`src/core/acc_pkg.sv`:
```
// Constants and types shared by the converter control block.
// How it works
// - Speed field picks divisor 1080/810/540/270
// - Channel field drives analog input selector
// - Completion clears start, sets flag, loads result
// - Writing one starts; writing zero ignored
// - No new start while start/flag set
// - Flag raises interrupt when all enables set
// - Enable bit powers converter; wait 5us first
// - Result is unsigned Vin*256/Vdd code
// - No conversions during power-down mode
package acc_pkg;
    localparam logic [11:0] ACC_OFS_CTRL = 12'h314;
    localparam logic [11:0] ACC_OFS_RESULT = 12'h318;
    localparam logic [11:0] ACC_OFS_IRQ_STAT = 12'h400;
    localparam logic [11:0] ACC_OFS_IRQ_MASK = 12'h404;
    localparam logic [11:0] ACC_OFS_IRQ_EN = 12'h408;
    localparam int ACC_CTRL_IDX = 197;
    localparam int ACC_RESULT_IDX = 198;
    localparam int ACC_BIT_ENABLE = 7;
    localparam int ACC_BIT_SPEED_HI = 6;
    localparam int ACC_BIT_SPEED_LO = 5;
    localparam int ACC_BIT_DONE = 4;
    localparam int ACC_BIT_START = 3;
    localparam int ACC_BIT_CHAN_HI = 2;
    localparam logic [7:0] ACC_CTRL_RESET = 8'h00;
    localparam logic [7:0] ACC_RESULT_RESET = 8'h00;
    localparam logic [10:0] ACC_DIV_0 = 11'd1080;
    localparam logic [10:0] ACC_DIV_1 = 11'd810;
    localparam logic [10:0] ACC_DIV_2 = 11'd540;
    localparam logic [10:0] ACC_DIV_3 = 11'd270;
    localparam int ACC_CLK_MHZ = 50;
    localparam int ACC_WARMUP_NS = 5000;
    localparam int ACC_WARMUP_CYC = (ACC_WARMUP_NS * ACC_CLK_MHZ + 999) / 1000;
    localparam int ACC_IRQ_BIT_DONE = 0;
    localparam int ACC_IRQ_BIT_EARLY = 1;
    typedef enum logic [1:0] {ACC_IDLE, ACC_CONV} acc_state_t;

    function automatic logic [10:0] acc_divisor(input logic [1:0] sel);
        unique case (sel)
            2'b00: acc_divisor = ACC_DIV_0;
            2'b01: acc_divisor = ACC_DIV_1;
            2'b10: acc_divisor = ACC_DIV_2;
            2'b11: acc_divisor = ACC_DIV_3;
        endcase
    endfunction
endpackage

```
`src/core/acc_sync.sv`:
```
// Two-flop synchroniser for pin-side levels.
`timescale 1ns/10ps
module acc_sync #(parameter int W = 8) (
    input wire logic pclk,
    input wire logic presetn,
    input wire logic [W-1:0] d,
    output logic [W-1:0] q
);
    logic [W-1:0] s1_r;
    always_ff @(posedge pclk or negedge presetn) begin
        if (!presetn) begin
            s1_r <= '0;
            q <= '0;
        end else begin
            s1_r <= d;
            q <= s1_r;
        end
    end
endmodule // acc_sync

```
`src/core/acc_timer.sv`:
```
// Conversion timer: counts the selected divisor of system clocks.
`timescale 1ns/10ps
module acc_timer
    import acc_pkg::*;
(
    input wire logic pclk,
    input wire logic presetn,
    input wire logic run,
    input wire logic [1:0] speed_sel,
    output logic done
);
    logic [10:0] cnt_r;
    logic [10:0] cnt_nxt;
    logic [10:0] lim;

    always_comb begin
        lim = acc_divisor(speed_sel);
        cnt_nxt = '0;
        done = 1'b0;
        if (run) begin
            if (cnt_r == lim - 11'd1) begin
                done = 1'b1;
            end else begin
                cnt_nxt = cnt_r + 11'd1;
            end
        end
    end

    always_ff @(posedge pclk or negedge presetn) begin
        if (!presetn) begin
            cnt_r <= '0;
        end else begin
            cnt_r <= cnt_nxt;
        end
    end
endmodule // acc_timer

```
`src/core/acc_top.sv`:
```
// Converter control: APB registers, start/complete sequencing, interrupt.
`timescale 1ns/10ps
module acc_top
    import acc_pkg::*;
(
    input wire logic pclk,
    input wire logic presetn,
    input wire logic psel,
    input wire logic penable,
    input wire logic pwrite,
    input wire logic [11:0] paddr,
    input wire logic [31:0] pwdata,
    output logic [31:0] prdata,
    output logic pready,
    output logic pslverr,
    input wire logic [7:0] sar_code,
    input wire logic power_down,
    output logic converter_power_on,
    output logic [2:0] analog_input_selector,
    output logic sample_hold,
    output logic conv_irq
);
    logic [7:0] ctrl_r, ctrl_nxt;
    logic [7:0] result_r, result_nxt;
    logic [1:0] stat_r, stat_nxt;
    logic [1:0] mask_r, mask_nxt;
    logic [2:0] ien_r, ien_nxt;
    logic [31:0] prdata_r, prdata_nxt;
    logic pready_r, pready_nxt, pslverr_r, pslverr_nxt;
    logic irq_r, irq_nxt, hold_r, hold_nxt;
    logic [12:0] warm_r, warm_nxt;
    acc_state_t st_r, st_nxt;
    logic [7:0] code_s;
    logic pd_s;
    logic tim_done;
    logic wr, rd, hit;
    logic start_req;
    logic finish;

    acc_sync #(.W(8)) u_code_sync (.pclk(pclk), .presetn(presetn), .d(sar_code), .q(code_s));
    acc_sync #(.W(1)) u_pd_sync (.pclk(pclk), .presetn(presetn), .d(power_down), .q(pd_s));

    acc_timer u_timer (
        .pclk(pclk),
        .presetn(presetn),
        .run(st_r == ACC_CONV),
        .speed_sel(ctrl_r[ACC_BIT_SPEED_HI:ACC_BIT_SPEED_LO]),
        .done(tim_done)
    );

    // Slave answers in the first access cycle, so pready is held high.
    assign wr = psel && penable && pwrite;
    assign rd = psel && !penable && !pwrite;
    assign hit = (paddr == ACC_OFS_CTRL) || (paddr == ACC_OFS_RESULT) || (paddr == ACC_OFS_IRQ_STAT)
        || (paddr == ACC_OFS_IRQ_MASK) || (paddr == ACC_OFS_IRQ_EN);
    assign start_req = wr && paddr == ACC_OFS_CTRL && pwdata[ACC_BIT_START]
        && !ctrl_r[ACC_BIT_START] && !ctrl_r[ACC_BIT_DONE] && pwdata[ACC_BIT_ENABLE] && !pd_s;
    // A conversion is abandoned if the enable drops or power-down arrives mid-way.
    assign finish = st_r == ACC_CONV && tim_done && ctrl_r[ACC_BIT_ENABLE] && !pd_s;

    always_comb begin
        ctrl_nxt = ctrl_r;
        result_nxt = result_r;
        stat_nxt = stat_r;
        mask_nxt = mask_r;
        ien_nxt = ien_r;
        st_nxt = st_r;
        warm_nxt = warm_r;
        prdata_nxt = prdata_r;
        pslverr_nxt = 1'b0;
        if (!ctrl_r[ACC_BIT_ENABLE]) begin
            warm_nxt = '0;
        end else if (warm_r < 13'(ACC_WARMUP_CYC)) begin
            warm_nxt = warm_r + 13'd1;
        end
        if (rd) begin
            prdata_nxt = '0;
            unique case (paddr)
                ACC_OFS_CTRL: prdata_nxt[7:0] = ctrl_r;
                ACC_OFS_RESULT: prdata_nxt[7:0] = result_r;
                ACC_OFS_IRQ_STAT: prdata_nxt[1:0] = stat_r;
                ACC_OFS_IRQ_MASK: prdata_nxt[1:0] = mask_r;
                ACC_OFS_IRQ_EN: prdata_nxt[2:0] = ien_r;
                default: prdata_nxt = '0;
            endcase
        end
        if (psel && !penable && !hit) begin
            pslverr_nxt = 1'b1;
        end
        if (wr) begin
            unique case (paddr)
                ACC_OFS_CTRL: begin
                    ctrl_nxt[ACC_BIT_ENABLE:ACC_BIT_SPEED_LO] = pwdata[7:5];
                    ctrl_nxt[ACC_BIT_CHAN_HI:0] = pwdata[2:0];
                    if (!pwdata[ACC_BIT_DONE]) begin
                        ctrl_nxt[ACC_BIT_DONE] = 1'b0;
                    end
                    if (start_req) begin
                        ctrl_nxt[ACC_BIT_START] = 1'b1;
                        st_nxt = ACC_CONV;
                        if (warm_r < 13'(ACC_WARMUP_CYC)) begin
                            stat_nxt[ACC_IRQ_BIT_EARLY] = 1'b1;
                        end
                    end
                end
                ACC_OFS_IRQ_STAT: stat_nxt = stat_nxt & ~pwdata[1:0];
                ACC_OFS_IRQ_MASK: mask_nxt = pwdata[1:0];
                ACC_OFS_IRQ_EN: ien_nxt = pwdata[2:0];
                default: ;
            endcase
            if (start_req && warm_r < 13'(ACC_WARMUP_CYC)) begin
                stat_nxt[ACC_IRQ_BIT_EARLY] = 1'b1;
            end
        end
        if (st_r == ACC_CONV && (!ctrl_r[ACC_BIT_ENABLE] || pd_s)) begin
            st_nxt = ACC_IDLE;
            ctrl_nxt[ACC_BIT_START] = 1'b0;
        end
        if (finish) begin
            st_nxt = ACC_IDLE;
            ctrl_nxt[ACC_BIT_START] = 1'b0;
            ctrl_nxt[ACC_BIT_DONE] = 1'b1;
            result_nxt = code_s;
            stat_nxt[ACC_IRQ_BIT_DONE] = 1'b1;
        end
        hold_nxt = st_nxt == ACC_CONV;
        irq_nxt = (ctrl_nxt[ACC_BIT_DONE] && (&ien_nxt)) || |(stat_nxt & mask_nxt);
        pready_nxt = 1'b1;
    end

    always_ff @(posedge pclk or negedge presetn) begin
        if (!presetn) begin
            ctrl_r <= ACC_CTRL_RESET;
            result_r <= ACC_RESULT_RESET;
            stat_r <= '0;
            mask_r <= '0;
            ien_r <= '0;
            st_r <= ACC_IDLE;
            warm_r <= '0;
            prdata_r <= '0;
            pready_r <= 1'b0;
            pslverr_r <= 1'b0;
            irq_r <= 1'b0;
            hold_r <= 1'b0;
        end else begin
            ctrl_r <= ctrl_nxt;
            result_r <= result_nxt;
            stat_r <= stat_nxt;
            mask_r <= mask_nxt;
            ien_r <= ien_nxt;
            st_r <= st_nxt;
            warm_r <= warm_nxt;
            prdata_r <= prdata_nxt;
            pready_r <= pready_nxt;
            pslverr_r <= pslverr_nxt;
            irq_r <= irq_nxt;
            hold_r <= hold_nxt;
        end
    end

    assign prdata = prdata_r;
    assign pready = pready_r;
    assign pslverr = pslverr_r;
    assign converter_power_on = ctrl_r[ACC_BIT_ENABLE];
    assign analog_input_selector = ctrl_r[ACC_BIT_CHAN_HI:0];
    assign sample_hold = hold_r;
    assign conv_irq = irq_r;

    property p_done_sets;
        @(posedge pclk) disable iff (!presetn) finish |=> ctrl_r[ACC_BIT_DONE] && !ctrl_r[ACC_BIT_START];
    endproperty
    a_done_sets: assert property (p_done_sets) else $error("completion did not update control");
    property p_result_load;
        @(posedge pclk) disable iff (!presetn) finish |=> result_r == $past(code_s);
    endproperty
    a_result_load: assert property (p_result_load) else $error("result not loaded");
    property p_no_restart;
        @(posedge pclk) disable iff (!presetn) (ctrl_r[ACC_BIT_DONE] || st_r == ACC_CONV) |=> !$rose(st_r == ACC_CONV);
    endproperty
    a_no_restart: assert property (p_no_restart) else $error("conversion restarted while busy");
    property p_pd;
        @(posedge pclk) disable iff (!presetn) pd_s |=> st_r == ACC_IDLE;
    endproperty
    a_pd: assert property (p_pd) else $error("conversion during power-down");
    property p_sel;
        @(posedge pclk) disable iff (!presetn) wr && paddr == ACC_OFS_CTRL
            |=> analog_input_selector == $past(pwdata[ACC_BIT_CHAN_HI:0]);
    endproperty
    a_sel: assert property (p_sel) else $error("channel mismatch");
    property p_irq;
        @(posedge pclk) disable iff (!presetn) (ctrl_r[ACC_BIT_DONE] && &ien_r) |-> conv_irq;
    endproperty
    a_irq: assert property (p_irq) else $error("interrupt missing");
    property p_zero_start;
        @(posedge pclk) disable iff (!presetn) (wr && paddr == ACC_OFS_CTRL && !pwdata[ACC_BIT_START]
            && st_r == ACC_CONV && ctrl_r[ACC_BIT_ENABLE] && !pd_s && !tim_done) |=> ctrl_r[ACC_BIT_START];
    endproperty
    a_zero_start: assert property (p_zero_start) else $error("software cleared start");
    property p_len;
        @(posedge pclk) disable iff (!presetn) $rose(st_r == ACC_CONV)
            && ctrl_r[ACC_BIT_SPEED_HI:ACC_BIT_SPEED_LO] == 2'b11 && ctrl_r[ACC_BIT_ENABLE]
            |-> ##[269:272] !ctrl_r[ACC_BIT_START];
    endproperty
    a_len: assert property (p_len) else $error("conversion length wrong");
    property p_power;
        @(posedge pclk) disable iff (!presetn) wr && paddr == ACC_OFS_CTRL
            |=> converter_power_on == $past(pwdata[ACC_BIT_ENABLE]);
    endproperty
    a_power: assert property (p_power) else $error("power output wrong");
    c_finish: cover property (@(posedge pclk) disable iff (!presetn) finish);
    c_irq: cover property (@(posedge pclk) disable iff (!presetn) $rose(conv_irq));
    c_abort: cover property (@(posedge pclk) disable iff (!presetn) st_r == ACC_CONV && !ctrl_r[7]);
endmodule // acc_top

```
`config.mk`:
```
export PLATFORM = sky130hd
export DESIGN_NAME = acc_top
export DESIGN_NICKNAME = d
export VERILOG_FILES = /design/src/core/acc_pkg.sv /design/src/core/acc_sync.sv /design/src/core/acc_timer.sv /design/src/core/acc_top.sv
export SDC_FILE = /design/constraint.sdc
export NUM_CORES = 1
export LEC_CHECK = 0
export BUFFER_PORTS_ARGS = -buffer_cell sky130_fd_sc_hd__buf_2
export CAP_MARGIN = 30
export CELL_PAD_IN_SITES_DETAIL_PLACEMENT = 0
export CELL_PAD_IN_SITES_GLOBAL_PLACEMENT = 1
export CORE_AREA = 2 2 112 87
export DETAILED_ROUTE_END_ITERATION = 12
export DIE_AREA = 0 0 114 89
export PLACE_DENSITY_LB_ADDON = 0.1
export RECOVER_POWER = 50
export REMOVE_ABC_BUFFERS = 1
export SLEW_MARGIN = 10
export SYNTH_ARGS = -nofsm -noshare
export SYNTH_HDL_FRONTEND = slang
export SYNTH_SLANG_ARGS = --single-unit
export TNS_END_PERCENT = 30
```
`constraint.sdc`:
```
create_clock -name pclk -period 2.6 [get_ports pclk]
set_input_delay 0.52 -clock pclk [delete_from_list [all_inputs] [get_ports pclk]]
set_output_delay 0.52 -clock pclk [all_outputs]
set_load 0.05 [all_outputs]
```
==> results of run 1 <==
==> power by group <==
group	internal, mW	total [mW]	switching, mW
Sequential	1.27	1.28	0.0140
Clock	1.03	1.50	0.470
Combinational	0.0533	0.272	0.218
==> flip-flops by register name (all words and copies together), names as in the netlist, 2 cells and up <==
register	flops
u_timer.cnt_r	11
st_r	2
ctrl_r	8
u_code_sync.s1_r	8
mask_r	2
result_r	8
warm_r	13
stat_r	2
u_code_sync.q	8
ien_r	3
prdata	8
==> layout make-up <==
cell class / instances / share of cell area
Timing Repair Buffer: 55 / 0.0714
Sequential cell: 79 / 0.468
Inverter: 9 / 0.00800
Multi-Input combinational cell: 212 / 0.334
Tap cell: 112 / 0.0332
Clock buffer: 9 / 0.0533
Clock inverter: 7 / 0.0320
==> metal layers <==
layer / vias up / wire (um)
li1: 1149 / -
met1: 1110 / 3420
met4: 0 / 68
met2: 60 / 2960
met3: 9 / 395
met5: - / 0
==> final timing paths <==
check	slack [ps]	cells past startpoint	from	to
min in group asynchronous	550	1	presetn	u_timer.cnt_r[6]
min	290	1	power_down	u_pd_sync.s1_r
max	370	7	ctrl_r[5]	result_r[4]
min reg2reg	340	0	u_pd_sync.s1_r	u_pd_sync.q
max in group asynchronous	1090	2	presetn	pslverr
max reg2reg	370	7	ctrl_r[5]	result_r[4]
==> worst max-delay path: stages, from the launching register on <==
cell and delay [ps]:
dfrtp_1 430, inv_1 90, ha_1 210, xor2_1 140, o41ai_1 280, o2111a_1 290
nand2_1 290, mux2_2 380
==> kinds of logic after synthesis <==
kind of cell,Yosys count,share of synthesized area
flip-flops,79,0.555
adder cells (fa/ha/maj),6,0.0211
AO/OA/AOI/OAI,41,0.0829
buffers and inverters,42,0.0727
multiplexers,22,0.0695
XOR/XNOR,16,0.0393
other,2,0.00211
AND/OR/NAND/NOR,102,0.157
==> stage by stage <==
step                      worst slack (ps)   util
after floorplan                        403      -
after global placement                 237  0.433
after detailed placement               234  0.433
after CTS                              307  0.473
after global routing                   173  0.473
final                                  366  0.473
==> placed cells by master (no fill, tap or decap), types with 6 or more instances in the layout <==
master | synthesis | layout
dfrtp_1 | 79 | 79
buf_2 | 0 | 48
nor2_1 | 29 | 29
conb_1 | 2 | 25
mux2_2 | 18 | 18
nand2_1 | 15 | 15
xnor2_1 | 11 | 11
and2_1 | 11 | 11
inv_1 | 9 | 9
clkbuf_16 | 0 | 9
nand3_1 | 8 | 8
a21oi_1 | 8 | 8
a22oi_1 | 6 | 6
ha_1 | 6 | 6
==> impl_metrics.csv, run 1 <==
group,metric,value,unit
clock_tree,post_cts_setup_buffers,0,
grt,groute.layer.met2.usage,0.214,
floorplanning,initial_utilization,0.399,
route,num_vias,2328,
route,totalWireLength,6850,um
synthesis,netlist-cell-type-count,49,
cells_and_area,seqCellArea,0.00198,sq mm
floorplanning,die-height,89,um
pwr,total_leakage_power,2.03,nW
grt,grt_start_max_net_pins,53,
synthesis,netlist_top_cells_count,"dfrtp_1 (79), nor2_1 (29), buf_4 (27)",
route,drtAntennaViolNets,0,
placement,place.detailed.instances,467,
sta,grt_setup_unrepaired,"no",
run_status,failing_checks,"max-capacitance violations, max-slew violations",
grt,grt_antenna_before_repair,0,
sta,clock.fmax,448,MHz
synthesis,synthCells,310,
grt,grt_usage,0.147,
critical_path,critical_path_class,"reg -> reg",
route,avgRoutedWirePerCell,14.2,um
cells_and_area,final_net_count,430,
cells_and_area,final_cell_area,0.00423,sq mm
run_status,run_status,"finished, violations left",
synthesis,avgSynthCellArea,11.5,sq um
grt,vias_in_the_first_global_route,2272,
critical_path,worst_path_arrival_time,2450,ps
clock_tree,cts_buffer_depth,2,
clock_tree,clock_tree_from_tritoncts,"built",
clock_tree,post_cts.resized_instances,0,
pwr,ir_worst_vdd,379,uV
floorplanning,width_of_the_die,114,um
synthesis,yosys.area.top_type,"dfrtp_1",
route,drt_first_iter_violations,103,
sta,post-route-period-util,0.859,
cells_and_area,final_cells,483,
synthesis,synth_sequential_area_ratio,0.555,
floorplanning,floorplan.io_pins,98,
synthesis,ys_ff_latch,79,
grt,grtUsageMet1,0.206,
sta,worst_slew_slack_as_a_fraction_of_its_limit,-0.0238,
grt,globalRoute.busiestLayer,"met2",
placement,gpl_wtd_cong,0.773,
synthesis,synth.most_common_cell,"dfrtp_1",
sta,worst_slew_pin_slew,1540,ps
critical_path,crit_path_start_kind,"flop",
floorplanning,std_cell_rows,30,
clock_tree,numCtsBuffers,9,
route,drc_errors,0,
synthesis,synth-main-ff-cell,"dfrtp_1",
placement,placed_area,0.00387,sq mm
job,cap_viol_max_count,1,
sta,timing.setup.tns,0,ps
synthesis,mappedNetlistArea,0.00356,sq mm
grt,grt_use_met3,0.0576,
sta,final.min_clock_period,2230,ps
synthesis,ys.warnings.count,0,
synthesis,synth_edf_count,0,
synthesis,synth_top_cells_by_area,"dfrtp_1 (55%), buf_4 (5.7%), mux2_2 (5.7%)",
clock_tree,clock_transition_at_the_registers_of_the_reported_paths,60,ps
route,vias_per_cell,4.82,
pwr,totalPowerFinal,3.05,mW
cells_and_area,layout-drive-gt1-share,0.256,
cells_and_area,antennaDiodeCount,0,
clock_tree,cts_root_buffer,"clkbuf_16",
clock_tree,insertion_delay,330,ps
pwr,power.density,722,mW/mm^2
route,dr.pass1.iters,5,
placement,placement.io_buffers,49,
placement,place_hpwl,5050,um
critical_path,crit_required,2810,ps
cells_and_area,flow.area_growth_from_synthesis,18.6,%
critical_path,timing.critical_path.to_type,"flop",
clock_tree,clock-sinks,79,
grt,grt_first_pass_wirelength,11200,um
synthesis,async_reset_ff_frac,1.00,
sta,timing_hold_violations_final,0,
floorplanning,placeableCoreArea,0.00893,sq mm
synthesis,synth_top_cell_area_share,0.555,
sta,hold_ws,292,ps
grt,grt-ovfl-total,0,
hold_path,hp-class,"in -> reg",
cells_and_area,count_of_fill_cells_added_during_filler_insertion,830,
clock_tree,cts-htree-levels,3,
sta,final.setup_skew,8.54,ps
sta,final-setup-viol-count,0,
cells_and_area,combined_area_of_the_multi_input_logic_cells,0.00141,sq mm
clock_tree,post_cts_hold_buffer_count,0,
floorplanning,dieArea,0.0101,sq mm
critical_path,critical_path.max_fanout,8,
sta,maxSlewViolCount,28,
Power figures use the tool's default switching activity.
==> run 2, diff against run 1 <==
clock period = 2.3 ns   (was 2.6 ns; I/O delays follow)
==> impl_metrics.csv, run 2 (synthesis gave the netlist of run 1 again) <==
group,metric,value,unit
run_status,run_status,"complete, no violations",
cells_and_area,final_common_cell,"dfrtp_1",
route,num_vias,2392,
pwr,net_sw_frac,0.237,
clock_tree,cts_buffer_depth,2,
sta,final-setup-viol-count,0,
pwr,clock_power_share,0.464,
critical_path,r2r_start,"ctrl_r[5]",
cells_and_area,largest_registers,"warm_r (13), u_timer.cnt_r (11)",
cells_and_area,largest_register,"warm_r",
clock_tree,cts-htree-levels,3,
critical_path,rr_worst_depth,8,
sta,clock.fmax,499,MHz
route,drc_errors,0,
cells_and_area,final_cell_area,0.00423,sq mm
critical_path,crit_path_start_kind,"flop",
sta,grt_setup_unrepaired,"no",
sta,final.min_clock_period,2000,ps
clock_tree,clock_tree_from_tritoncts,"built",
floorplanning,dieArea,0.0101,sq mm
clock_tree,post_cts_setup_buffers,0,
pwr,p_seq_frac,0.441,
hold_path,hp-class,"in -> reg",
placement,gpl_wtd_cong,0.771,
critical_path,critical_path.max_fanout,8,
floorplanning,std_cell_rows,30,
critical_path,cp-endpoint,"result_r[1]",
grt,grt_use_met3,0.0502,
cells_and_area,most-common-layout-cells,"dfrtp_1 (79), buf_2 (48), nor2_1 (29)",
sta,worst_slew_slack_as_a_fraction_of_its_limit,0.303,
sta,maxSlewViolCount,0,
route,dr.pass1.iters,6,
route,drtAntennaViolNets,0,
route,avgRoutedWirePerCell,14.1,um
cells_and_area,largest_register_ff_count,13,
sta,timing.setup.tns,0,ps
route,totalWireLength,6910,um
pwr,ir_worst_vdd,279,uV
floorplanning,die-height,89,um
critical_path,critPathLaunch,"ctrl_r[5]",
grt,grt_antenna_before_repair,0,
pwr,power.density,774,mW/mm^2
floorplanning,width_of_the_die,114,um
grt,groute.layer.met2.usage,0.217,
sta,post-route-period-util,0.871,
sta,timing_hold_violations_final,0,
clock_tree,insertion_delay,330,ps
placement,place_hpwl,5070,um
cells_and_area,final_net_count,437,
critical_path,timing.critical_path.to_type,"flop",
cells_and_area,layout.core_utilization,0.474,
critical_path,critical_path_class,"reg -> reg",
cells_and_area,antennaDiodeCount,0,
grt,vias_in_the_first_global_route,2247,
grt,grt_first_pass_wirelength,11300,um
floorplanning,floorplan.io_pins,98,
critical_path,timing.reg2reg.setup_slack,300,ps
placement,placement.io_buffers,49,
critical_path,r2r_end,"result_r[1]",
clock_tree,numCtsBuffers,9,
clock_tree,clock-sinks,79,
grt,globalRoute.busiestLayer,"met2",
clock_tree,clock_transition_at_the_registers_of_the_reported_paths,60,ps
route,vias_per_cell,4.88,
pwr,power.combinational.fraction,0.094,
sta,worst_slew_pin_slew,1050,ps
clock_tree,post_cts_hold_buffer_count,0,
clock_tree,post_cts.resized_instances,0,
grt,grt-ovfl-total,0,
floorplanning,placeableCoreArea,0.00893,sq mm
cells_and_area,layout-drive-gt1-share,0.265,
pwr,p_int,2.50,mW
clock_tree,cts_root_buffer,"clkbuf_16",
critical_path,crit_required,2520,ps
cells_and_area,flow.area_growth_from_synthesis,18.8,%
route,drt_first_iter_violations,103,
pwr,p_switching,0.777,mW
floorplanning,initial_utilization,0.399,
grt,grtUsageMet1,0.205,
job,cap_viol_max_count,0,
critical_path,worst_path_arrival_time,2220,ps
sta,final.setup_skew,3.94,ps
grt,grt_usage,0.149,
pwr,totalPowerFinal,3.28,mW
pwr,total_leakage_power,2.04,nW
grt,grt_start_max_net_pins,61,
cells_and_area,count_of_fill_cells_added_during_filler_insertion,857,
placement,placed_area,0.00392,sq mm
-- run 2: worst max-delay path: stages, from the launching register on --
cell and delay, ps:
dfrtp_1 410, inv_1 90, ha_1 210, xor2_1 140
o41ai_1 240, o2111a_1 280, nand2_1 60, buf_4 180
mux2_2 280
-- run 2: layer usage --
metal / wire (um) / vias to the layer above
li1: - / 1154
met1: 3360 / 1169
met2: 3080 / 60
met3: 366 / 9
met4: 104 / 0
met5: 0 / -
-- run 2: how the worst min path moves through the flow --
stage,startpoint,end,slack [ps],cells past startpoint
floorplan,presetn,conv_irq,160,0
global placement,u_code_sync.s1_r[0],u_code_sync.q[0],330,0
detailed placement,u_pd_sync.s1_r,u_pd_sync.q,330,0
CTS,presetn,u_timer.cnt_r[6],2,1
global route,sar_code[2],u_code_sync.s1_r[2],220,1
finish,sar_code[7],u_code_sync.s1_r[7],230,1
-- run 2: area by class of cell --
class                   instances  area, sq um  share of cell area
multi-input cells             212         1410               0.334
inverters                       9         33.8             0.00799
clock buffers                  13          260              0.0615
clock inverters                 3         65.1              0.0154
repair buffers                 62          342              0.0807
flip-flops and latches         79         1980               0.467
well taps                     112          140              0.0331
-- run 2: metrics by stage --
step / hold WS, ps / cells / worst slack [ps]
after floorplan: 164 / 300 / 163
after global placement: 332 / 474 / 3.93
after detailed placement: 335 / 474 / -5.03
after CTS: 1.78 / 490 / 258
after global routing: 216 / 490 / 126
final: 231 / 490 / 296
-- run 2: power by group through the flow --
stage               clock (mW)  sequential [mW]  combinational, mW
global placement             0             1.47              0.314
global route              1.63             1.45              0.332
floorplan                    0             1.56              0.119
finish                    1.52             1.45              0.309
CTS                       1.58             1.45              0.316
detailed placement           0             1.47              0.315
